==> config.mk <==
export PLATFORM = sky130hd
export DESIGN_NAME = sfs_top
export DESIGN_NICKNAME = d
export VERILOG_FILES = /design/src/hw/sfs_pkg.sv /design/src/hw/sfs_sync.sv /design/src/hw/sfs_top.sv
export SDC_FILE = /design/constraint.sdc
export NUM_CORES = 1
export LEC_CHECK = 0
export ABC_AREA = 1
export BUFFER_PORTS_ARGS = -buffer_cell sky130_fd_sc_hd__buf_2
export CAP_MARGIN = 20
export CORE_MARGIN = 1.5
export CORE_UTILIZATION = 45
export DETAILED_ROUTE_END_ITERATION = 12
export PLACE_DENSITY = 0.65
export SLEW_MARGIN = 20
export SYNTH_ARGS = -nofsm -noshare
export SYNTH_HDL_FRONTEND = slang
export SYNTH_HIERARCHICAL = 1
export SYNTH_SLANG_ARGS = --single-unit
export TNS_END_PERCENT = 20
==> constraint.sdc <==
create_clock -name clk -period 2.5 [get_ports clk]
set_clock_uncertainty 0.15 [all_clocks]
set_input_delay 0.125 -clock clk [delete_from_list [all_inputs] [get_ports clk]]
set_output_delay 0.125 -clock clk [all_outputs]
set_load 0.01 [all_outputs]
==> src/hw/sfs_pkg.sv <==
// constants, types and register map of the servo forced stop sequencer
// Behaviour
// - forced stop two input off starts deceleration with the decel time constant
// - below zero speed during deceleration, cut base power and apply dynamic brake
// - show the forced stop warning code while the stop sequence runs
// - a host link break starts the same forced stop deceleration
// - no forced stop deceleration in torque control mode
// - deceleration follows an internally generated model speed command
// - lock interlock off first, base shut-off after the shut-off delay
// - freefall lift only when the compensation amount is nonzero
// - freefall lift only when the stop starts at or below zero speed
// - freefall lift needs the shut-off delay enabled; lifts by the amount
// - immediate dynamic brake alarms skip deceleration and brake at once
// - safe torque off dropping during deceleration raises the timing error alarm
// - alarm clears only by reset or reset command, and only without cause
// - deceleration enabled when stop function selection digit is 2, the default
// - a link break may brake directly, depending on how the link was lost
package sfs_pkg;

   // ****************************************
   // timing
   // ****************************************
   localparam int unsigned CLK_PERIOD_NS = 50;
   localparam int unsigned MS_NS         = 1000000;
   localparam int unsigned MS_CYC        = MS_NS / CLK_PERIOD_NS;
   // full-scale speed used to scale the ramp, r/min
   localparam logic [31:0] RAMP_FULL_SPEED = 32'h0000_0BB8;

   // ****************************************
   // register map, byte addresses
   // ****************************************
   localparam logic [7:0] ADDR_CTRL     = 8'h00;
   localparam logic [7:0] ADDR_DECEL_TC = 8'h04;
   localparam logic [7:0] ADDR_ZERO_SPD = 8'h08;
   localparam logic [7:0] ADDR_SHUT_DLY = 8'h0C;
   localparam logic [7:0] ADDR_FREEFALL = 8'h10;
   localparam logic [7:0] ADDR_CMD      = 8'h14;
   localparam logic [7:0] ADDR_STATUS   = 8'h18;
   localparam logic [7:0] ADDR_MODEL    = 8'h1C;

   localparam int unsigned CTRL_SEL_LSB    = 0;
   localparam int unsigned CTRL_TORQUE_BIT = 4;
   localparam int unsigned CMD_ERR_RST_BIT = 0;
   localparam int unsigned CMD_CPU_RST_BIT = 1;
   localparam int unsigned ST_ALARM_BIT    = 4;
   localparam int unsigned ST_BASE_BIT     = 5;
   localparam int unsigned ST_DB_BIT       = 6;
   localparam int unsigned ST_LOCK_BIT     = 7;
   localparam int unsigned ST_LIFT_BIT     = 8;
   localparam int unsigned ST_DISP_LSB     = 16;

   localparam logic [3:0]  RST_STOP_SEL  = 4'h2;
   localparam logic [3:0]  SEL_DECEL_ON  = 4'h2;
   localparam logic [15:0] RST_DECEL_TC  = 16'h0064;
   localparam logic [15:0] RST_ZERO_SPD  = 16'h0032;
   localparam logic [15:0] RST_SHUT_DLY  = 16'h0000;
   localparam logic [15:0] RST_FREEFALL  = 16'h0000;

   localparam logic [7:0] CODE_NONE    = 8'h00;
   localparam logic [7:0] CODE_WARN_E6 = 8'hE6;
   localparam logic [7:0] CODE_STO_ERR = 8'h63;

   localparam logic [1:0] RESP_OKAY   = 2'h0;
   localparam logic [1:0] RESP_SLVERR = 2'h2;

   // ****************************************
   // types
   // ****************************************
   typedef enum logic [3:0] {
      ST_RUN   = 4'h1,
      ST_DECEL = 4'h2,
      ST_DELAY = 4'h4,
      ST_STOP  = 4'h8
   } sfs_state_type;

   typedef struct packed {
      logic [3:0]  stop_sel;
      logic        torque_mode;
      logic [15:0] decel_tc;
      logic [15:0] zero_speed;
      logic [15:0] shutoff_dly;
      logic [15:0] freefall;
   } sfs_cfg_type;

   typedef struct packed {
      logic        base_on;
      logic        dyn_brake;
      logic        lock_on;
      logic        lift;
   } sfs_drive_type;

endpackage : sfs_pkg

==> src/hw/sfs_sync.sv <==
// two flip-flop synchroniser for pin inputs
module sfs_sync #(
   parameter int unsigned W = 2
) (
   input  wire logic         clk,
   input  wire logic         rst,
   input  wire logic [W-1:0] d,
   output logic      [W-1:0] q
);

   logic [W-1:0] meta_r;

   // first stage feeds only the second; pins idle high (no stop)
   always_ff @(posedge clk) begin
      if (rst) begin
         meta_r <= '1;
         q      <= '1;
      end else begin
         meta_r <= d;
         q      <= meta_r;
      end
   end

endmodule : sfs_sync

==> src/hw/sfs_top.sv <==
// servo forced stop sequencer with its axi4-lite register file
//
// Design decisions made here: the AXI4-Lite register port and the address map.
module sfs_top #(
   parameter int unsigned MS_CYCLES = sfs_pkg::MS_CYC
) (
   input  wire logic        clk,
   input  wire logic        rst,
   input  wire logic        s_awvalid,
   output logic             s_awready,
   input  wire logic [7:0]  s_awaddr,
   input  wire logic        s_wvalid,
   output logic             s_wready,
   input  wire logic [31:0] s_wdata,
   input  wire logic [3:0]  s_wstrb,
   output logic             s_bvalid,
   input  wire logic        s_bready,
   output logic [1:0]       s_bresp,
   input  wire logic        s_arvalid,
   output logic             s_arready,
   input  wire logic [7:0]  s_araddr,
   output logic             s_rvalid,
   input  wire logic        s_rready,
   output logic [31:0]      s_rdata,
   output logic [1:0]       s_rresp,
   input  wire logic        forced_stop_two_input,
   input  wire logic        safe_torque_off_input,
   input  wire logic        link_ok,
   input  wire logic        link_loss_dyn_brake,
   input  wire logic        alarm_in,
   input  wire logic        alarm_dyn_brake,
   input  wire logic [7:0]  alarm_code_in,
   input  wire logic [15:0] motor_speed,
   input  wire logic [15:0] host_speed_cmd,
   output logic             base_on,
   output logic             dyn_brake,
   output logic             lock_interlock_output,
   output logic             freefall_lift,
   output logic [15:0]      lift_amount,
   output logic [15:0]      speed_cmd_out,
   output logic [7:0]       display_code,
   output logic             alarm_active
);

   // ****************************************
   // declarations
   // ****************************************
   sfs_pkg::sfs_cfg_type   cfg_r;
   sfs_pkg::sfs_state_type st_r;
   sfs_pkg::sfs_drive_type drv_r;
   logic [1:0]  pins_s;
   logic        em2_on;
   logic        sto_on;
   logic        aw_got_r;
   logic        w_got_r;
   logic [7:0]  awaddr_r;
   logic [31:0] wdata_r;
   logic [3:0]  wstrb_r;
   logic        wr_fire;
   logic        bvalid_r;
   logic [1:0]  bresp_r;
   logic        rvalid_r;
   logic [31:0] rdata_r;
   logic [1:0]  rresp_r;
   logic        clr_cmd;
   logic        alarm_r;
   logic [7:0]  alarm_code_r;
   logic        cause;
   logic        sto_err;
   logic        imm_db;
   logic        comm_break;
   logic        stop_req;
   logic        decel_ok;
   logic        below_zero;
   logic        ff_en;
   logic        src_em2_r;
   logic [31:0] ms_cnt_r;
   logic        ms_tick;
   logic [15:0] dly_cnt_r;
   logic [15:0] model_r;
   logic [31:0] acc_r;
   logic [7:0]  disp_r;
   logic [31:0] rd_word;
   logic [31:0] wr_old;
   logic [31:0] wr_new;

   // ****************************************
   // helpers
   // ****************************************
   function automatic logic [31:0] sfs_merge(input logic [31:0] old,
                                             input logic [31:0] wd,
                                             input logic [3:0]  strb);
      logic [31:0] res;
      res = old;
      for (int i = 0; i < 4; i++) begin
         if (strb[i]) begin
            res[i*8 +: 8] = wd[i*8 +: 8];
         end
      end
      return res;
   endfunction : sfs_merge

   function automatic logic sfs_mapped(input logic [7:0] a);
      return (a[7:5] == 3'h0);
   endfunction : sfs_mapped

   // ****************************************
   // pin synchronisers
   // ****************************************
   sfs_sync #(
      .W (2)
   ) u_sync (
      .clk (clk),
      .rst (rst),
      .d   ({forced_stop_two_input, safe_torque_off_input}),
      .q   (pins_s)
   );

   assign em2_on = pins_s[1];
   assign sto_on = pins_s[0];

   // ****************************************
   // axi4-lite write channel
   // ****************************************
   assign s_awready = !aw_got_r && !bvalid_r;
   assign s_wready  = !w_got_r && !bvalid_r;
   assign wr_fire   = aw_got_r && w_got_r && !bvalid_r;
   assign s_bvalid  = bvalid_r;
   assign s_bresp   = bresp_r;

   // address and data may arrive in either order
   always_ff @(posedge clk) begin
      if (rst) begin
         aw_got_r <= 1'b0;
         w_got_r  <= 1'b0;
         awaddr_r <= 8'h00;
         wdata_r  <= 32'h0000_0000;
         wstrb_r  <= 4'h0;
         bvalid_r <= 1'b0;
         bresp_r  <= sfs_pkg::RESP_OKAY;
      end else begin
         if (s_awvalid && s_awready) begin
            aw_got_r <= 1'b1;
            awaddr_r <= s_awaddr;
         end
         if (s_wvalid && s_wready) begin
            w_got_r <= 1'b1;
            wdata_r <= s_wdata;
            wstrb_r <= s_wstrb;
         end
         if (wr_fire) begin
            aw_got_r <= 1'b0;
            w_got_r  <= 1'b0;
            bvalid_r <= 1'b1;
            bresp_r  <= sfs_mapped(awaddr_r) ? sfs_pkg::RESP_OKAY : sfs_pkg::RESP_SLVERR;
         end else if (bvalid_r && s_bready) begin
            bvalid_r <= 1'b0;
         end
      end
   end

   // ****************************************
   // configuration registers
   // ****************************************
   always_ff @(posedge clk) begin
      if (rst) begin
         cfg_r.stop_sel    <= sfs_pkg::RST_STOP_SEL;
         cfg_r.torque_mode <= 1'b0;
         cfg_r.decel_tc    <= sfs_pkg::RST_DECEL_TC;
         cfg_r.zero_speed  <= sfs_pkg::RST_ZERO_SPD;
         cfg_r.shutoff_dly <= sfs_pkg::RST_SHUT_DLY;
         cfg_r.freefall    <= sfs_pkg::RST_FREEFALL;
      end else if (wr_fire) begin
         case (awaddr_r[7:2])
            sfs_pkg::ADDR_CTRL[7:2]: begin
               cfg_r.stop_sel    <= wr_new[3:0];
               cfg_r.torque_mode <= wr_new[sfs_pkg::CTRL_TORQUE_BIT];
            end
            sfs_pkg::ADDR_DECEL_TC[7:2]:
               cfg_r.decel_tc <= wr_new[15:0];
            sfs_pkg::ADDR_ZERO_SPD[7:2]:
               cfg_r.zero_speed <= wr_new[15:0];
            sfs_pkg::ADDR_SHUT_DLY[7:2]:
               cfg_r.shutoff_dly <= wr_new[15:0];
            sfs_pkg::ADDR_FREEFALL[7:2]:
               cfg_r.freefall <= wr_new[15:0];
            default: begin
            end
         endcase
      end
   end

   // old contents of the addressed register, so unstrobed lanes keep their bytes
   always_comb begin
      wr_old = 32'h0000_0000;
      case (awaddr_r[7:2])
         sfs_pkg::ADDR_CTRL[7:2]:     wr_old = {27'h0, cfg_r.torque_mode, cfg_r.stop_sel};
         sfs_pkg::ADDR_DECEL_TC[7:2]: wr_old = {16'h0000, cfg_r.decel_tc};
         sfs_pkg::ADDR_ZERO_SPD[7:2]: wr_old = {16'h0000, cfg_r.zero_speed};
         sfs_pkg::ADDR_SHUT_DLY[7:2]: wr_old = {16'h0000, cfg_r.shutoff_dly};
         sfs_pkg::ADDR_FREEFALL[7:2]: wr_old = {16'h0000, cfg_r.freefall};
         default:                     wr_old = 32'h0000_0000;
      endcase
   end

   assign wr_new = sfs_merge(wr_old, wdata_r, wstrb_r);

   // reset commands only act through byte lane 0
   assign clr_cmd = wr_fire && (awaddr_r[7:2] == sfs_pkg::ADDR_CMD[7:2]) && wstrb_r[0]
                    && (wdata_r[sfs_pkg::CMD_ERR_RST_BIT] || wdata_r[sfs_pkg::CMD_CPU_RST_BIT]);

   // ****************************************
   // axi4-lite read channel
   // ****************************************
   always_comb begin
      rd_word = 32'h0000_0000;
      case (s_araddr[7:2])
         sfs_pkg::ADDR_CTRL[7:2]: begin
            rd_word[3:0]                     = cfg_r.stop_sel;
            rd_word[sfs_pkg::CTRL_TORQUE_BIT] = cfg_r.torque_mode;
         end
         sfs_pkg::ADDR_DECEL_TC[7:2]: rd_word[15:0] = cfg_r.decel_tc;
         sfs_pkg::ADDR_ZERO_SPD[7:2]: rd_word[15:0] = cfg_r.zero_speed;
         sfs_pkg::ADDR_SHUT_DLY[7:2]: rd_word[15:0] = cfg_r.shutoff_dly;
         sfs_pkg::ADDR_FREEFALL[7:2]: rd_word[15:0] = cfg_r.freefall;
         sfs_pkg::ADDR_STATUS[7:2]: begin
            rd_word[3:0]                   = st_r;
            rd_word[sfs_pkg::ST_ALARM_BIT] = alarm_r;
            rd_word[sfs_pkg::ST_BASE_BIT]  = drv_r.base_on;
            rd_word[sfs_pkg::ST_DB_BIT]    = drv_r.dyn_brake;
            rd_word[sfs_pkg::ST_LOCK_BIT]  = drv_r.lock_on;
            rd_word[sfs_pkg::ST_LIFT_BIT]  = drv_r.lift;
            rd_word[sfs_pkg::ST_DISP_LSB +: 8] = disp_r;
         end
         sfs_pkg::ADDR_MODEL[7:2]: rd_word[15:0] = model_r;
         default: rd_word = 32'h0000_0000;
      endcase
   end

   assign s_arready = !rvalid_r;
   assign s_rvalid  = rvalid_r;
   assign s_rdata   = rdata_r;
   assign s_rresp   = rresp_r;

   always_ff @(posedge clk) begin
      if (rst) begin
         rvalid_r <= 1'b0;
         rdata_r  <= 32'h0000_0000;
         rresp_r  <= sfs_pkg::RESP_OKAY;
      end else if (s_arvalid && s_arready) begin
         rvalid_r <= 1'b1;
         rdata_r  <= rd_word;
         rresp_r  <= sfs_mapped(s_araddr) ? sfs_pkg::RESP_OKAY : sfs_pkg::RESP_SLVERR;
      end else if (rvalid_r && s_rready) begin
         rvalid_r <= 1'b0;
      end
   end

   // ****************************************
   // alarm latch
   // ****************************************
   assign sto_err = (st_r == sfs_pkg::ST_DECEL) && !sto_on;
   assign cause   = alarm_in || sto_err
                    || (alarm_code_r == sfs_pkg::CODE_STO_ERR && !sto_on);

   // a new alarm wins over a clear in the same cycle
   always_ff @(posedge clk) begin
      if (rst) begin
         alarm_r      <= 1'b0;
         alarm_code_r <= sfs_pkg::CODE_NONE;
      end else if (sto_err) begin
         alarm_r      <= 1'b1;
         alarm_code_r <= sfs_pkg::CODE_STO_ERR;
      end else if (alarm_in) begin
         alarm_r      <= 1'b1;
         alarm_code_r <= alarm_code_in;
      end else if (clr_cmd && !cause) begin
         alarm_r      <= 1'b0;
         alarm_code_r <= sfs_pkg::CODE_NONE;
      end
   end

   // ****************************************
   // stop decisions
   // ****************************************
   assign comm_break = !link_ok;
   assign stop_req   = !em2_on || comm_break || alarm_r || alarm_in;
   assign imm_db     = (alarm_in && alarm_dyn_brake) || sto_err
                       || (comm_break && link_loss_dyn_brake);
   assign decel_ok   = (cfg_r.stop_sel == sfs_pkg::SEL_DECEL_ON)
                       && !cfg_r.torque_mode;
   assign below_zero = motor_speed < cfg_r.zero_speed;
   assign ff_en      = (cfg_r.freefall != 16'h0000)
                       && (cfg_r.shutoff_dly != 16'h0000);

   // ****************************************
   // millisecond time base
   // ****************************************
   assign ms_tick = (ms_cnt_r == MS_CYCLES - 1);

   always_ff @(posedge clk) begin
      if (rst || ms_tick) begin
         ms_cnt_r <= 32'h0000_0000;
      end else begin
         ms_cnt_r <= ms_cnt_r + 32'h0000_0001;
      end
   end

   // ****************************************
   // sequencer
   // ****************************************
   always_ff @(posedge clk) begin
      if (rst) begin
         st_r      <= sfs_pkg::ST_RUN;
         src_em2_r <= 1'b0;
      end else begin
         case (st_r)
            sfs_pkg::ST_RUN: begin
               src_em2_r <= !em2_on;
               if (stop_req) begin
                  if (imm_db || !decel_ok) begin
                     st_r <= sfs_pkg::ST_STOP;
                  end else if (motor_speed <= cfg_r.zero_speed) begin
                     st_r <= sfs_pkg::ST_DELAY;
                  end else begin
                     st_r <= sfs_pkg::ST_DECEL;
                  end
               end
            end
            sfs_pkg::ST_DECEL: begin
               if (imm_db) begin
                  st_r <= sfs_pkg::ST_STOP;
               end else if (below_zero) begin
                  st_r <= sfs_pkg::ST_DELAY;
               end
            end
            sfs_pkg::ST_DELAY: begin
               if (imm_db || dly_cnt_r >= cfg_r.shutoff_dly) begin
                  st_r <= sfs_pkg::ST_STOP;
               end
            end
            sfs_pkg::ST_STOP: begin
               if (!stop_req) begin
                  st_r <= sfs_pkg::ST_RUN;
               end
            end
            default: st_r <= sfs_pkg::ST_STOP;
         endcase
      end
   end

   // shut-off delay in whole milliseconds, jitter under one ms
   always_ff @(posedge clk) begin
      if (rst || st_r != sfs_pkg::ST_DELAY) begin
         dly_cnt_r <= 16'h0000;
      end else if (ms_tick && dly_cnt_r != 16'hFFFF) begin
         dly_cnt_r <= dly_cnt_r + 16'h0001;
      end
   end

   // ****************************************
   // model speed command ramp
   // ****************************************
   // error-accumulating ramp avoids a divider; one step per clock at most
   always_ff @(posedge clk) begin
      if (rst) begin
         model_r <= 16'h0000;
         acc_r   <= 32'h0000_0000;
      end else if (st_r != sfs_pkg::ST_DECEL) begin
         model_r <= motor_speed;
         acc_r   <= 32'h0000_0000;
      end else if (cfg_r.decel_tc == 16'h0000) begin
         model_r <= 16'h0000;
      end else if (ms_tick) begin
         acc_r <= acc_r + sfs_pkg::RAMP_FULL_SPEED;
      end else if (model_r != 16'h0000 && acc_r >= {16'h0000, cfg_r.decel_tc}) begin
         acc_r   <= acc_r - {16'h0000, cfg_r.decel_tc};
         model_r <= model_r - 16'h0001;
      end
   end

   // ****************************************
   // drive outputs
   // ****************************************
   always_ff @(posedge clk) begin
      if (rst) begin
         drv_r         <= '0;
         speed_cmd_out <= 16'h0000;
         lift_amount   <= 16'h0000;
      end else begin
         drv_r.base_on   <= st_r != sfs_pkg::ST_STOP;
         drv_r.dyn_brake <= st_r == sfs_pkg::ST_STOP;
         drv_r.lock_on   <= st_r == sfs_pkg::ST_RUN || st_r == sfs_pkg::ST_DECEL;
         if (st_r == sfs_pkg::ST_RUN) begin
            drv_r.lift <= stop_req && !imm_db && decel_ok && ff_en
                          && motor_speed <= cfg_r.zero_speed;
         end else if (st_r != sfs_pkg::ST_DELAY) begin
            drv_r.lift <= 1'b0;
         end
         lift_amount   <= ff_en ? cfg_r.freefall : 16'h0000;
         speed_cmd_out <= (st_r == sfs_pkg::ST_RUN) ? host_speed_cmd : model_r;
      end
   end

   // alarm codes take priority on the display
   always_ff @(posedge clk) begin
      if (rst) begin
         disp_r <= sfs_pkg::CODE_NONE;
      end else if (alarm_r) begin
         disp_r <= alarm_code_r;
      end else if (st_r != sfs_pkg::ST_RUN && src_em2_r) begin
         disp_r <= sfs_pkg::CODE_WARN_E6;
      end else begin
         disp_r <= sfs_pkg::CODE_NONE;
      end
   end

   assign base_on               = drv_r.base_on;
   assign dyn_brake             = drv_r.dyn_brake;
   assign lock_interlock_output = drv_r.lock_on;
   assign freefall_lift         = drv_r.lift;
   assign display_code          = disp_r;
   assign alarm_active          = alarm_r;

   // ****************************************
   // assertions
   // ****************************************
   AST_DECEL_POWERED: assert property (@(posedge clk) disable iff (rst)
      st_r == sfs_pkg::ST_DECEL |=> base_on && !dyn_brake)
      else $error("base lost during deceleration");
   AST_ZERO_EXIT: assert property (@(posedge clk) disable iff (rst)
      st_r == sfs_pkg::ST_DECEL && below_zero && !imm_db |=> st_r == sfs_pkg::ST_DELAY)
      else $error("deceleration did not end below zero speed");
   AST_WARN_SHOWN: assert property (@(posedge clk) disable iff (rst)
      st_r == sfs_pkg::ST_DECEL && src_em2_r && !alarm_r |=> display_code == 8'hE6)
      else $error("warning code missing");
   AST_COMM_DECEL: assert property (@(posedge clk) disable iff (rst)
      st_r == sfs_pkg::ST_RUN && !link_ok && !link_loss_dyn_brake && !alarm_in
      && decel_ok && motor_speed > cfg_r.zero_speed |=> st_r == sfs_pkg::ST_DECEL)
      else $error("link break did not decelerate");
   AST_TORQUE_MODE: assert property (@(posedge clk) disable iff (rst)
      st_r == sfs_pkg::ST_RUN && stop_req && cfg_r.torque_mode |=> st_r == sfs_pkg::ST_STOP)
      else $error("decelerated in torque mode");
   AST_MODEL_CMD: assert property (@(posedge clk) disable iff (rst)
      st_r == sfs_pkg::ST_DECEL |=> speed_cmd_out == $past(model_r))
      else $error("speed command not from model");
   AST_LOCK_FIRST: assert property (@(posedge clk) disable iff (rst)
      st_r == sfs_pkg::ST_DELAY |=> !lock_interlock_output && base_on)
      else $error("lock or base order wrong");
   AST_LIFT_AMOUNT: assert property (@(posedge clk) disable iff (rst)
      freefall_lift |-> lift_amount != 16'h0000 && cfg_r.shutoff_dly != 16'h0000)
      else $error("lift without amount or delay");
   AST_IMM_BRAKE: assert property (@(posedge clk) disable iff (rst)
      alarm_in && alarm_dyn_brake && st_r != sfs_pkg::ST_STOP ##1 1'b1
      |=> dyn_brake && !base_on)
      else $error("immediate brake alarm not braked");
   AST_STO_ERR: assert property (@(posedge clk) disable iff (rst)
      st_r == sfs_pkg::ST_DECEL && !sto_on |=> alarm_active && alarm_code_r == 8'h63)
      else $error("torque off timing error not raised");
   AST_CLEAR_GUARD: assert property (@(posedge clk) disable iff (rst)
      alarm_r && (alarm_in || !clr_cmd) |=> alarm_active)
      else $error("alarm cleared while cause present");
   AST_DISABLED_STOP: assert property (@(posedge clk) disable iff (rst)
      st_r == sfs_pkg::ST_RUN && stop_req && !decel_ok |=> ##1 dyn_brake)
      else $error("no immediate brake with deceleration off");

endmodule : sfs_top

Yosys cells after proc, flatten, opt, wreduce, memory -nomap -nowiden

Cells that the tools add are included.

Add/subtract/negate cells: 5
$lt $le $gt $ge: 4
Eq/ne operators: 28
Multiplexer cells: 38
Bitwise gates (word level): 2
Reductions and logical operators: 77

Operators by type and width:

| kind                     | count |
|---|---|
| $mux W16                 | 5 |
| $mux W32                 | 2 |
| $pmux W16 S4             | 1 |
| $mux W8                  | 7 |
| $reduce_bool A16 Y1      | 3 |
| $pmux W5 S7              | 1 |
| $pmux W7 S5              | 1 |
| $add A32 B1 Y32 const B  | 1 |
| $add A32 B12 Y32 const B | 1 |
| $eq A32 B15 Y1 const B   | 1 |
| $ge A32 B16 Y1           | 1 |
| $sub A32 B16 Y32         | 1 |
| $eq A6 B3 Y1 const B     | 5 |
| $logic_and A1 B1 Y1      | 26 |
| $eq A6 B2 Y1 const B     | 4 |
| $mux W4                  | 6 |
| $pmux W4 S6              | 1 |
| $add A16 B1 Y16 const B  | 1 |
| $ge A16 B16 Y1           | 1 |
| $le A16 B16 Y1           | 1 |
| $logic_not A16 Y1        | 1 |
| $lt A16 B16 Y1           | 1 |
| $ne A16 B16 Y1 const B   | 1 |
| $pmux W4 S4              | 1 |
| other kinds (28)         | 80 |

Register bits: 285
Input port bits: 105
Word-level logic and storage cells: 188

Depth between registers and ports, before layout

Gate-level depths: netlist of run 1.

Depth in word-level cells: 10
Depth in mapped cells: 18
Mapped depth without buffers: 18

Modules after synthesis

The synthesis of run 1 kept the hierarchy.

By module, submodules not included:

| module   | instances | cells an instance | area each (sq um) | sequential area each (sq um) |
|---|---|---|---|---|
| sfs_top  | 1         | 2442              | 16164.3           | 5545.3 |
| sfs_sync | 1         | 13                | 116.4             | 80.1 |

Worst setup path after synthesis of run 1

No wires, ideal clock.

Kind: register -> register
Start: register cfg_r[48] (netlist bit)
End: register model_r[0]
Arrival time: 2020 ps
Path slack: 250 ps
Stages on the path, launching flop included: 16
Path buffers: 1
Period minus slack after synthesis: 2250 ps
Cells stage by stage: dfxtp_1 ha_1 inv_1 fa_1 nand2_1 nand2_1 nand3_1 nand2_1 nand2_1 nand3_2 nand2_4 nor2_2 nor2_4 buf_6 nor2_1 a211oi_2

Word-level cells in the longest chain between the ends: 4
Elaborated cells on any way between the ends: 8
Those cells by class: 1 x order compare; 1 x eq/ne; 2 x mux; 4 x reduce/logical

RTL lines:

| what                         | line           | source |
|---|---|---|
| from (decl)                  | sfs_top.sv:48  | `sfs_pkg::sfs_cfg_type cfg_r;` |
| $ge A32 B16 Y1               | sfs_top.sv:376 | `end else if (model_r != 16'h0000 && acc_r >= {16'h0000, cfg_r.decel_tc}) begin` |
| $logic_and A1 B1 Y1          | sfs_top.sv:376 |  |
| $reduce_bool A3 Y1 (no line) | --             |  |
| $reduce_and A2 Y1 (no line)  | --             |  |
| to (signal assigned)         | sfs_top.sv:370 | `model_r <= motor_speed;` |
| to (signal assigned)         | sfs_top.sv:378 | `model_r <= model_r - 16'h0001;` |
| to (decl)                    | sfs_top.sv:80  | `logic [15:0] model_r;` |

Several ways; a longest one is shown, not always the timed one.
A chain may end at the register's enable or synchronous reset.

Final worst setup path of run 1

Start: register cfg_r[63] (netlist bit)
End: register model_r[12]

Same word-level chain as after synthesis.

==> tab_implementation.tex, run 1 <==
\begin{tabular}{lr}
\hline
Metric & Value \\
\hline
\multicolumn{2}{l}{\textbf{STA}} \\
Final-layout worst hold slack & 0.0717 ns \\
Headroom to the max-slew limit & 53.1\% \\
Total negative slack & 0 ns \\
Setup-failing EPs final & 0 \\
Measured slew at the worst slew-check pin & 0.703 ns \\
Final setup slack of the worst path & 0.104 ns \\
Final critical delay including setup and external delays & 2.40 ns \\
Highest Clock Rate & 417 MHz \\
Final period util & 95.8\% \\
Final Hold Fails & 0 \\
Number of max-slew violations in the final report & 0 \\
\multicolumn{2}{l}{\textbf{Run status}} \\
Result of the run & complete, no violations \\
\multicolumn{2}{l}{\textbf{Cells and area}} \\
Final Non-Filler Cells & 3261 \\
Sequential standard cell area & 0.00563 mm² \\
Share of post-route cells with drive strength above 1 & 15.8\% \\
Final cell area excluding filler cells & 0.0207 mm² \\
Antenna Cells & 0 \\
Synth-to-layout area growth & 26.9\% \\
Most frequent cells in the layout & sky130\_fd\_sc\_hd\_\_nand2\_1 (534), sky130\_fd\_sc\_hd\_\_inv\_1 (338), sky130\_fd\_sc\_hd\_\_dfxtp\_1 (276) \\
Layout fillers & 3380 \\
Total area of multi-input combinational cells & 0.00913 mm² \\
Commonest non-fill, non-tap cell in the layout & sky130\_fd\_sc\_hd\_\_nand2\_1 \\
Final net count & 2933 \\
\multicolumn{2}{l}{\textbf{Setup path}} \\
Critical Path, Cell by Cell & inv\_1 -> buf\_4 -> nand4\_1 -> nor2\_1 -> nand2\_1 -> nand2\_1 -> buf\_4 -> nor2\_4 -> buf\_12 -> nor2\_1 -> nor2\_1 \\
Arrival time of the worst setup path & 2.68 ns \\
Setup slack, reg-to-reg & 0.10 ns \\
Critical-path cell with the highest stage delay & sky130\_fd\_sc\_hd\_\_dfxtp\_1 \\
Reg2reg end & model\_r[12]\$\_SDFFE\_PP0P\_ \\
Startpoint-to-endpoint class of the critical path & flop to flop \\
Critical path buffer and inverter count & 4 \\
CP max stage delay & 0.33 ns \\
Kind of cell adding the most delay to the critical path & simple AND/OR/NAND/NOR gates \\
Data required time at the worst endpoint & 2.78 ns \\
Largest fanout on the critical path & 15 \\
Depth of the worst register-to-register path & 11 \\
RR Startpoint & cfg\_r[63]\$\_SDFFE\_PP0P\_ \\
Element type at the critical path start & flop \\
Critical path's most frequent cell & sky130\_fd\_sc\_hd\_\_nor2\_1 \\
Setup crit end kind & flop \\
\multicolumn{2}{l}{\textbf{Pwr}} \\
Power share of the sequential group & 42.1\% \\
Int Power & 8.45 mW \\
Power per standard cell area & 559 mW/mm² \\
Worst ir drop on vdd & 0.512 mV \\
Sw Ratio & 26.9\% \\
Leakage power total & 9.40 nW \\
Clock power share & 45.0\% \\
Switching power & 3.11 mW \\
Power share of the combinational group & 12.9\% \\
\multicolumn{2}{l}{\textbf{Place}} \\
Area after detailed placement & 0.0180 mm² \\
DP HPWL & 41500 µm \\
Number of buffers inserted by port buffering & 158 \\
Gpl congestion & 0.964 \\
Inst Count DP & 3085 \\
Worst setup slack after placement & 0.00626 ns \\
\multicolumn{2}{l}{\textbf{Synth}} \\
Main synth FF type & sky130\_fd\_sc\_hd\_\_dfxtp\_1 \\
Count of synthesis-stage warnings from yosys & 6 \\
Post-synth EDFFs & 0 \\
Synth Instances & 2455 \\
Fraction of the yosys area taken by sequential cells & 34.6\% \\
Netlist area before placement & 0.0163 mm² \\
Post-synth ARST share & 0\% \\
Cell variety after synth & 61 \\
Average cell area after synthesis & 6.63 µm² \\
Flop and latch count out of synthesis & 281 \\
\multicolumn{2}{l}{\textbf{Floorplan}} \\
Number of ports placed on the die boundary & 191 \\
Area enclosed by the die boundary & 0.0373 mm² \\
Row cnt & 69 \\
Y dimension of the die & 193 µm \\
Die W & 193 µm \\
Initial cell density of the core & 45.8\% \\
Core box area & 0.0356 mm² \\
\multicolumn{2}{l}{\textbf{Drt}} \\
Drt wl/cell & 17.4 µm \\
Number of vias per cell after detailed routing & 5.45 \\
Number of nets still failing antenna checks after routing & 0 \\
DRC violations left & 0 \\
Total number of vias & 17800 \\
First-pass iteration count of the detailed router & 6 \\
Final wirelength & 56800 µm \\
Starting DRC count in detailed routing & 1622 \\
\multicolumn{2}{l}{\textbf{Global route}} \\
Pin count of the biggest net entering global routing & 37 \\
Number of antenna violations at the first check in global routing & 0 \\
Vias in the first global route & 16600 \\
Overall overflow remaining after global route & 0 \\
First-pass GRT wire length & 88800 µm \\
All-layer global routing usage & 29.5\% \\
\multicolumn{2}{l}{\textbf{Clock tree}} \\
Clock latency of the later-clocked register in the worst-skew pair & 0.55 ns \\
TritonCTS buffer count & 34 \\
Root buffer selected by CTS & sky130\_fd\_sc\_hd\_\_clkbuf\_16 \\
Depth of the CTS H-tree & 2 \\
Clock tree from TritonCTS & done \\
Maximum count of clock buffers along a single path & 3 \\
Clock slew seen by the registers of the worst setup and hold paths & 0.06 ns \\
Number of clock sinks seen by CTS & 281 \\
\multicolumn{2}{l}{\textbf{Worst hold path}} \\
Classification of the worst-slack hold path & input port to flop \\
WHS Endpoint & st\_r[2]\$\_SDFFE\_PP0P\_ \\
Critical hold path startpoint & link\_loss\_dyn\_brake \\
Number of cells on the worst hold path & 6 \\
\multicolumn{2}{l}{\textbf{Run}} \\
MaxCap Viol Count & 0 \\
\hline
\end{tabular}
## through the flow
step	power (mW)	utilization (%)
after floorplan	5.74	-
after CTS	11.6	56.8
after detailed placement	6.25	50.5
final	11.6	58.1
after global placement	6.22	50.5
after global routing	12.0	58.1
## final cells by class
type | instances | area share (%)
multi-input cells | 1723 | 44.2
clock inverters | 10 | 0.696
flip-flops and latches | 281 | 27.3
inverters | 368 | 6.70
repair buffers | 367 | 13.4
well taps | 461 | 2.79
clock buffers | 51 | 4.96
## cells in the mapped netlist, types with 5 or more instances
library cell	count	area [µm²]
sky130_fd_sc_hd__nand2_1	544	2040
sky130_fd_sc_hd__inv_1	348	1310
sky130_fd_sc_hd__dfxtp_1	281	5630
sky130_fd_sc_hd__nor2_1	228	856
sky130_fd_sc_hd__a21oi_1	210	1050
sky130_fd_sc_hd__nand3_1	175	876
sky130_fd_sc_hd__o21ai_0	152	761
sky130_fd_sc_hd__ha_1	52	651
sky130_fd_sc_hd__o22ai_1	51	319
sky130_fd_sc_hd__clkbuf_1	42	158
sky130_fd_sc_hd__o211ai_1	39	293
sky130_fd_sc_hd__nor3_1	38	190
sky130_fd_sc_hd__xor2_1	38	333
sky130_fd_sc_hd__nand4_1	36	225
sky130_fd_sc_hd__buf_2	19	95.1
sky130_fd_sc_hd__buf_4	16	120
sky130_fd_sc_hd__nor4_1	16	100
sky130_fd_sc_hd__nor2_2	14	87.6
sky130_fd_sc_hd__a221oi_1	12	105
sky130_fd_sc_hd__inv_2	12	45.0
sky130_fd_sc_hd__buf_1	10	37.5
sky130_fd_sc_hd__xnor2_1	9	78.8
sky130_fd_sc_hd__o21ai_1	8	40.0
sky130_fd_sc_hd__clkinv_1	7	26.3
sky130_fd_sc_hd__o31ai_1	7	52.6
sky130_fd_sc_hd__a211oi_1	6	45.0
sky130_fd_sc_hd__nor3_2	6	60.1
sky130_fd_sc_hd__a22oi_1	5	37.5
sky130_fd_sc_hd__a31oi_1	5	31.3
## worst register-to-register path: cells and delay by family, from the launching register on
kind          cells  cell delay [ns]
buf+inv           4             0.72
flops             1             0.33
simple gates      7             1.09
## layer usage
metal  global-route usage (%)  routed length, µm  up-vias
met1                     41.8              25700     8194
met5                        0                  0        -
met3                     6.17               5390       89
li1                         -                  -     8713
met2                     44.8              24300      772
met4                     9.10               1440        0
## worst max-delay path by stage
stage                                      start                        to  cells after the start
after CTS                 cfg_r[48]$_SDFFE_PP0P_    acc_r[19]$_SDFFE_PP0P_                     15
final                     cfg_r[63]$_SDFFE_PP0P_  model_r[12]$_SDFFE_PP0P_                     11
after detailed placement  cfg_r[48]$_SDFFE_PP0P_   model_r[3]$_SDFFE_PP0P_                     14
after global routing      ms_cnt_r[0]$_SDFF_PP0_   ms_cnt_r[30]$_SDFF_PP0_                     14
after global placement    cfg_r[48]$_SDFFE_PP0P_   model_r[3]$_SDFFE_PP0P_                     14
after floorplan           cfg_r[48]$_SDFFE_PP0P_   model_r[0]$_SDFFE_PP0P_                     15
## power groups by stage
stage | combinational [mW] | sequential (mW) | clock [mW]
after floorplan | 0.793 | 4.95 | 0
after global placement | 1.27 | 4.95 | 0
after detailed placement | 1.29 | 4.96 | 0
after CTS | 1.44 | 4.86 | 5.30
after global routing | 1.64 | 4.89 | 5.47
final | 1.49 | 4.87 | 5.21
## timing repair
| action | in CTS | in global routing |
|---|---|---|
| hold endpoints to repair | 87 | 0 |
| cloned | 0 | 6 |
| endpoints found under the setup margin | 1 | 52 |
| buffers inserted | 1 | 4 |
| hold buffers | 104 | 0 |
| pin swaps | 1 | 6 |
| gates resized for setup | 0 | 68 |
## cells by family (layout without fill, tap and decap cells)
family	Yosys count	count (layout)	synth area share, %
and+or+nand+nor	1094	1094	29.3
buffers and inverters	460	796	11.3
DFF	281	281	34.6
AOI/OAI and AO/OA	519	519	18.2
other	1	10	0.0230
adders and majority gates	53	53	4.12
xor gates and xnor gates	47	47	2.53
## sequential cells by signal, summed over array words and instances (netlist names), 2 cells and up
signal / count
cfg_r: 69
acc_r: 32
ms_cnt_r: 32
s_rdata: 24
dly_cnt_r: 16
lift_amount: 16
model_r: 16
speed_cmd_out: 16
wdata_r: 16
alarm_code_r: 8
display_code: 8
awaddr_r: 6
st_r: 4
u_sync/meta_r: 2
u_sync/q: 2
wstrb_r: 2
No activity file was read; power rests on OpenSTA's default activity.
==> inputs of run 2 (changes only) <==
--- a/config.mk
+++ b/config.mk
@@ -11,10 +11,12 @@
 export CORE_MARGIN = 1.5
 export CORE_UTILIZATION = 45
 export DETAILED_ROUTE_END_ITERATION = 12
+export MAX_ROUTING_LAYER = met4
 export PLACE_DENSITY = 0.65
+export RECOVER_POWER = 100
 export SLEW_MARGIN = 20
 export SYNTH_ARGS = -nofsm -noshare
 export SYNTH_HDL_FRONTEND = slang
 export SYNTH_HIERARCHICAL = 1
 export SYNTH_SLANG_ARGS = --single-unit
-export TNS_END_PERCENT = 20
+export TNS_END_PERCENT = 50
==> run 2 against run 1 <==
- first-iteration DRC count down 1.8%
- non-clock buffer count grew 15
- cell count grew 0.43%
- clock-buffer cell count fell by 11
- sequential cell count did not move
- sequential share of layout area increased by 0.085 points
- fmax down 3.4%
- core utilization is 0.17 points lower
- global-route usage is 1.3 points higher
==> tab_implementation.tex, run 2 (synthesis gave the netlist of run 1 again) <==
\begin{tabular}{lr}
\hline
Metric & Value \\
\hline
\multicolumn{2}{l}{\textbf{Floorplan}} \\
Number of ports placed on the die boundary & 191 (unchanged) \\
Die W & 193 µm (unchanged) \\
Row cnt & 69 (unchanged) \\
Y dimension of the die & 193 µm (unchanged) \\
Initial cell density of the core & 45.8\% (unchanged) \\
Area enclosed by the die boundary & 0.0373 mm² (unchanged) \\
Core box area & 0.0356 mm² (unchanged) \\
\multicolumn{2}{l}{\textbf{Pwr}} \\
Leakage power total & 9.09 nW (-3.3\%) \\
Power per standard cell area & 566 mW/mm² (+1.3\%) \\
Sw Ratio & 27.4\% (+0.48 points) \\
Power share of the combinational group & 12.7\% (-0.2 points) \\
Switching power & 3.20 mW (+2.8\%) \\
Int Power & 8.48 mW (+0.31\%) \\
Worst ir drop on vdd & 0.589 mV (+15\%) \\
Power share of the sequential group & 41.7\% (-0.4 points) \\
Clock power share & 45.6\% (+0.6 points) \\
\multicolumn{2}{l}{\textbf{Global route}} \\
First-pass GRT wire length & 90000 µm (+1.4\%) \\
Overall overflow remaining after global route & 0 (unchanged) \\
Vias in the first global route & 16700 (+0.42\%) \\
Number of antenna violations at the first check in global routing & 2 (+2) \\
Pin count of the biggest net entering global routing & 34 (-8.1\%) \\
All-layer global routing usage & 30.8\% (+1.3 points) \\
\multicolumn{2}{l}{\textbf{Cells and area}} \\
Commonest non-fill, non-tap cell in the layout & sky130\_fd\_sc\_hd\_\_nand2\_1 \\
Register with the most flip-flops & cfg\_r \\
Final net count & 2948 (+0.51\%) \\
Flip-flop count of the largest register after layout & 69 (unchanged) \\
Synth-to-layout area growth & 26.6\% \\
Biggest regs & cfg\_r (69), acc\_r (32), ms\_cnt\_r (32) \\
Share of post-route cells with drive strength above 1 & 12.7\% (-3.1 points) \\
Final Non-Filler Cells & 3275 (+0.43\%) \\
Most frequent cells in the layout & sky130\_fd\_sc\_hd\_\_nand2\_1 (535), sky130\_fd\_sc\_hd\_\_inv\_1 (341), sky130\_fd\_sc\_hd\_\_dfxtp\_1 (275) \\
\multicolumn{2}{l}{\textbf{STA}} \\
Number of max-slew violations in the final report & 0 (unchanged) \\
Setup repair after global routing missed its margin & true \\
Highest Clock Rate & 403 MHz (-3.4\%) \\
Final period util & 99.2\% (+3.4 points) \\
Final-layout worst hold slack & 0.102 ns (+0.0300 ns) \\
Measured slew at the worst slew-check pin & 0.906 ns (+0.203 ns) \\
Headroom to the max-slew limit & 39.6\% (-13 points) \\
Final Hold Fails & 0 (unchanged) \\
Setup-failing EPs final & 0 (unchanged) \\
Total negative slack & 0 ns (unchanged) \\
Final critical delay including setup and external delays & 2.48 ns (+0.0844 ns) \\
\multicolumn{2}{l}{\textbf{Clock tree}} \\
Number of clock sinks seen by CTS & 281 (unchanged) \\
Maximum count of clock buffers along a single path & 3 (unchanged) \\
Clock tree from TritonCTS & done \\
Root buffer selected by CTS & sky130\_fd\_sc\_hd\_\_clkbuf\_16 \\
Clock latency of the later-clocked register in the worst-skew pair & 0.56 ns (about the same) \\
TritonCTS buffer count & 34 (unchanged) \\
Depth of the CTS H-tree & 2 (unchanged) \\
Clock slew seen by the registers of the worst setup and hold paths & 0.06 ns (about the same) \\
\multicolumn{2}{l}{\textbf{Place}} \\
Inst Count DP & 3096 (+0.36\%) \\
DP HPWL & 42500 µm (+2.5\%) \\
Gpl congestion & 1.00 (+3.9\%) \\
Number of buffers inserted by port buffering & 158 (unchanged) \\
\multicolumn{2}{l}{\textbf{Setup path}} \\
Element type at the critical path start & flop \\
Largest fanout on the critical path & 13 (-2) \\
Data required time at the worst endpoint & 2.80 ns (+0.02 ns) \\
Setup slack, reg-to-reg & 0.02 ns (-0.08 ns) \\
Arrival time of the worst setup path & 2.78 ns (+0.10 ns) \\
Setup crit end kind & flop \\
Startpoint-to-endpoint class of the critical path & flop to flop \\
\multicolumn{2}{l}{\textbf{Drt}} \\
Drt wl/cell & 17.6 µm (+0.86\%) \\
Total number of vias & 17900 (+0.53\%) \\
Starting DRC count in detailed routing & 1592 (-1.8\%) \\
Number of vias per cell after detailed routing & 5.45 (about the same) \\
DRC violations left & 0 (unchanged) \\
Final wirelength & 57600 µm (+1.3\%) \\
First-pass iteration count of the detailed router & 6 (unchanged) \\
Number of nets still failing antenna checks after routing & 0 (unchanged) \\
\multicolumn{2}{l}{\textbf{Run}} \\
MaxCap Viol Count & 0 (unchanged) \\
\multicolumn{2}{l}{\textbf{Worst hold path}} \\
Classification of the worst-slack hold path & input port to flop \\
\multicolumn{2}{l}{\textbf{Run status}} \\
Result of the run & complete, no violations \\
\hline
\end{tabular}
-- run 2: cell types whose count changed in the layout (fill, tap and decap cells not counted), sizes merged --
cell,before,now
inv,362,361
clkinvlp,0,3
clkbuf,56,140
dlygate4sd3,104,113
bufinv,3,6
clkinv,13,17
diode,0,1
buf,258,169
-- run 2: layer usage --
layer / GRT usage [%] / share of wire (%)
met1: 43.3 / 47
met2: 46.4 / 43
met3: 4.64 / 8.3
met4: 7.21 / 1.9
met5: - / 0
-- run 2: final cells by class --
type,count,area [µm²]
fill,3447,15000
multi-input combinational,1723,9110
sequential,281,5630
timing repair buffer,382,2710
inverter,368,1390
clock buffer,40,893
tap,461,577
clock inverter,19,289
antenna,1,2.50
-- run 2: per-stage QoR --
stage / setup WS, ns / instance area (µm²) / utilization, % / total power [mW]
after detailed placement: 0.0150 / 18100 / 50.8 / 6.28
after floorplan: 0.250 / 16300 / - / 5.74
after global routing: -0.0868 / 20600 / 57.9 / 12.1
after CTS: 0.0156 / 20400 / 57.3 / 11.7
after global placement: 0.0879 / 18100 / 50.8 / 6.25
final: 0.0196 / 20600 / 57.9 / 11.7
-- run 2: critical path: stages, from the launching register on --
cell and delay [ns]:
sky130_fd_sc_hd__dfxtp_1 0.37, sky130_fd_sc_hd__inv_2 0.08, sky130_fd_sc_hd__ha_4 0.29, sky130_fd_sc_hd__nand2_1 0.09
sky130_fd_sc_hd__nor2_1 0.14, sky130_fd_sc_hd__nand2_1 0.09, sky130_fd_sc_hd__nor2_1 0.10, sky130_fd_sc_hd__nor2_1 0.06
sky130_fd_sc_hd__nand3_2 0.05, sky130_fd_sc_hd__nand2_2 0.12, sky130_fd_sc_hd__a21oi_4 0.34, sky130_fd_sc_hd__clkbuf_16 0.25
sky130_fd_sc_hd__nand2_1 0.06, sky130_fd_sc_hd__a21oi_1 0.14
-- run 2: worst paths after layout --
check | cells after the start | from | end
setup / recovery | 13 | cfg_r[56]$_SDFFE_PP0P_ | acc_r[27]$_SDFFE_PP0P_
setup reg to reg | 13 | cfg_r[56]$_SDFFE_PP0P_ | acc_r[27]$_SDFFE_PP0P_
hold reg to reg | 2 | u_sync/meta_r[0]$_SDFF_PP1_ | u_sync/q[0]$_SDFF_PP1_
hold / removal | 4 | rst | st_r[1]$_SDFFE_PP0P_
-- run 2: repair_timing --
item / in CTS / in global routing
pin swaps: 0 / 15
cloned: 0 / 3
hold buffers: 113 / 0
buffers inserted: 0 / 3
setup endpoints to repair: 18 / 62
hold endpoints to repair: 105 / 0
resized for setup: 2 / 79
-- run 2: power by group through the flow --
stage | registers [mW] | logic (mW) | clock network, mW
2_1_floorplan | 4.95 | 0.793 | 0
3_3_place_gp | 4.94 | 1.30 | 0
3_5_place_dp | 4.95 | 1.33 | 0
4_1_cts | 4.85 | 1.48 | 5.40
5_1_grt | 4.89 | 1.64 | 5.56
6_report | 4.87 | 1.49 | 5.32
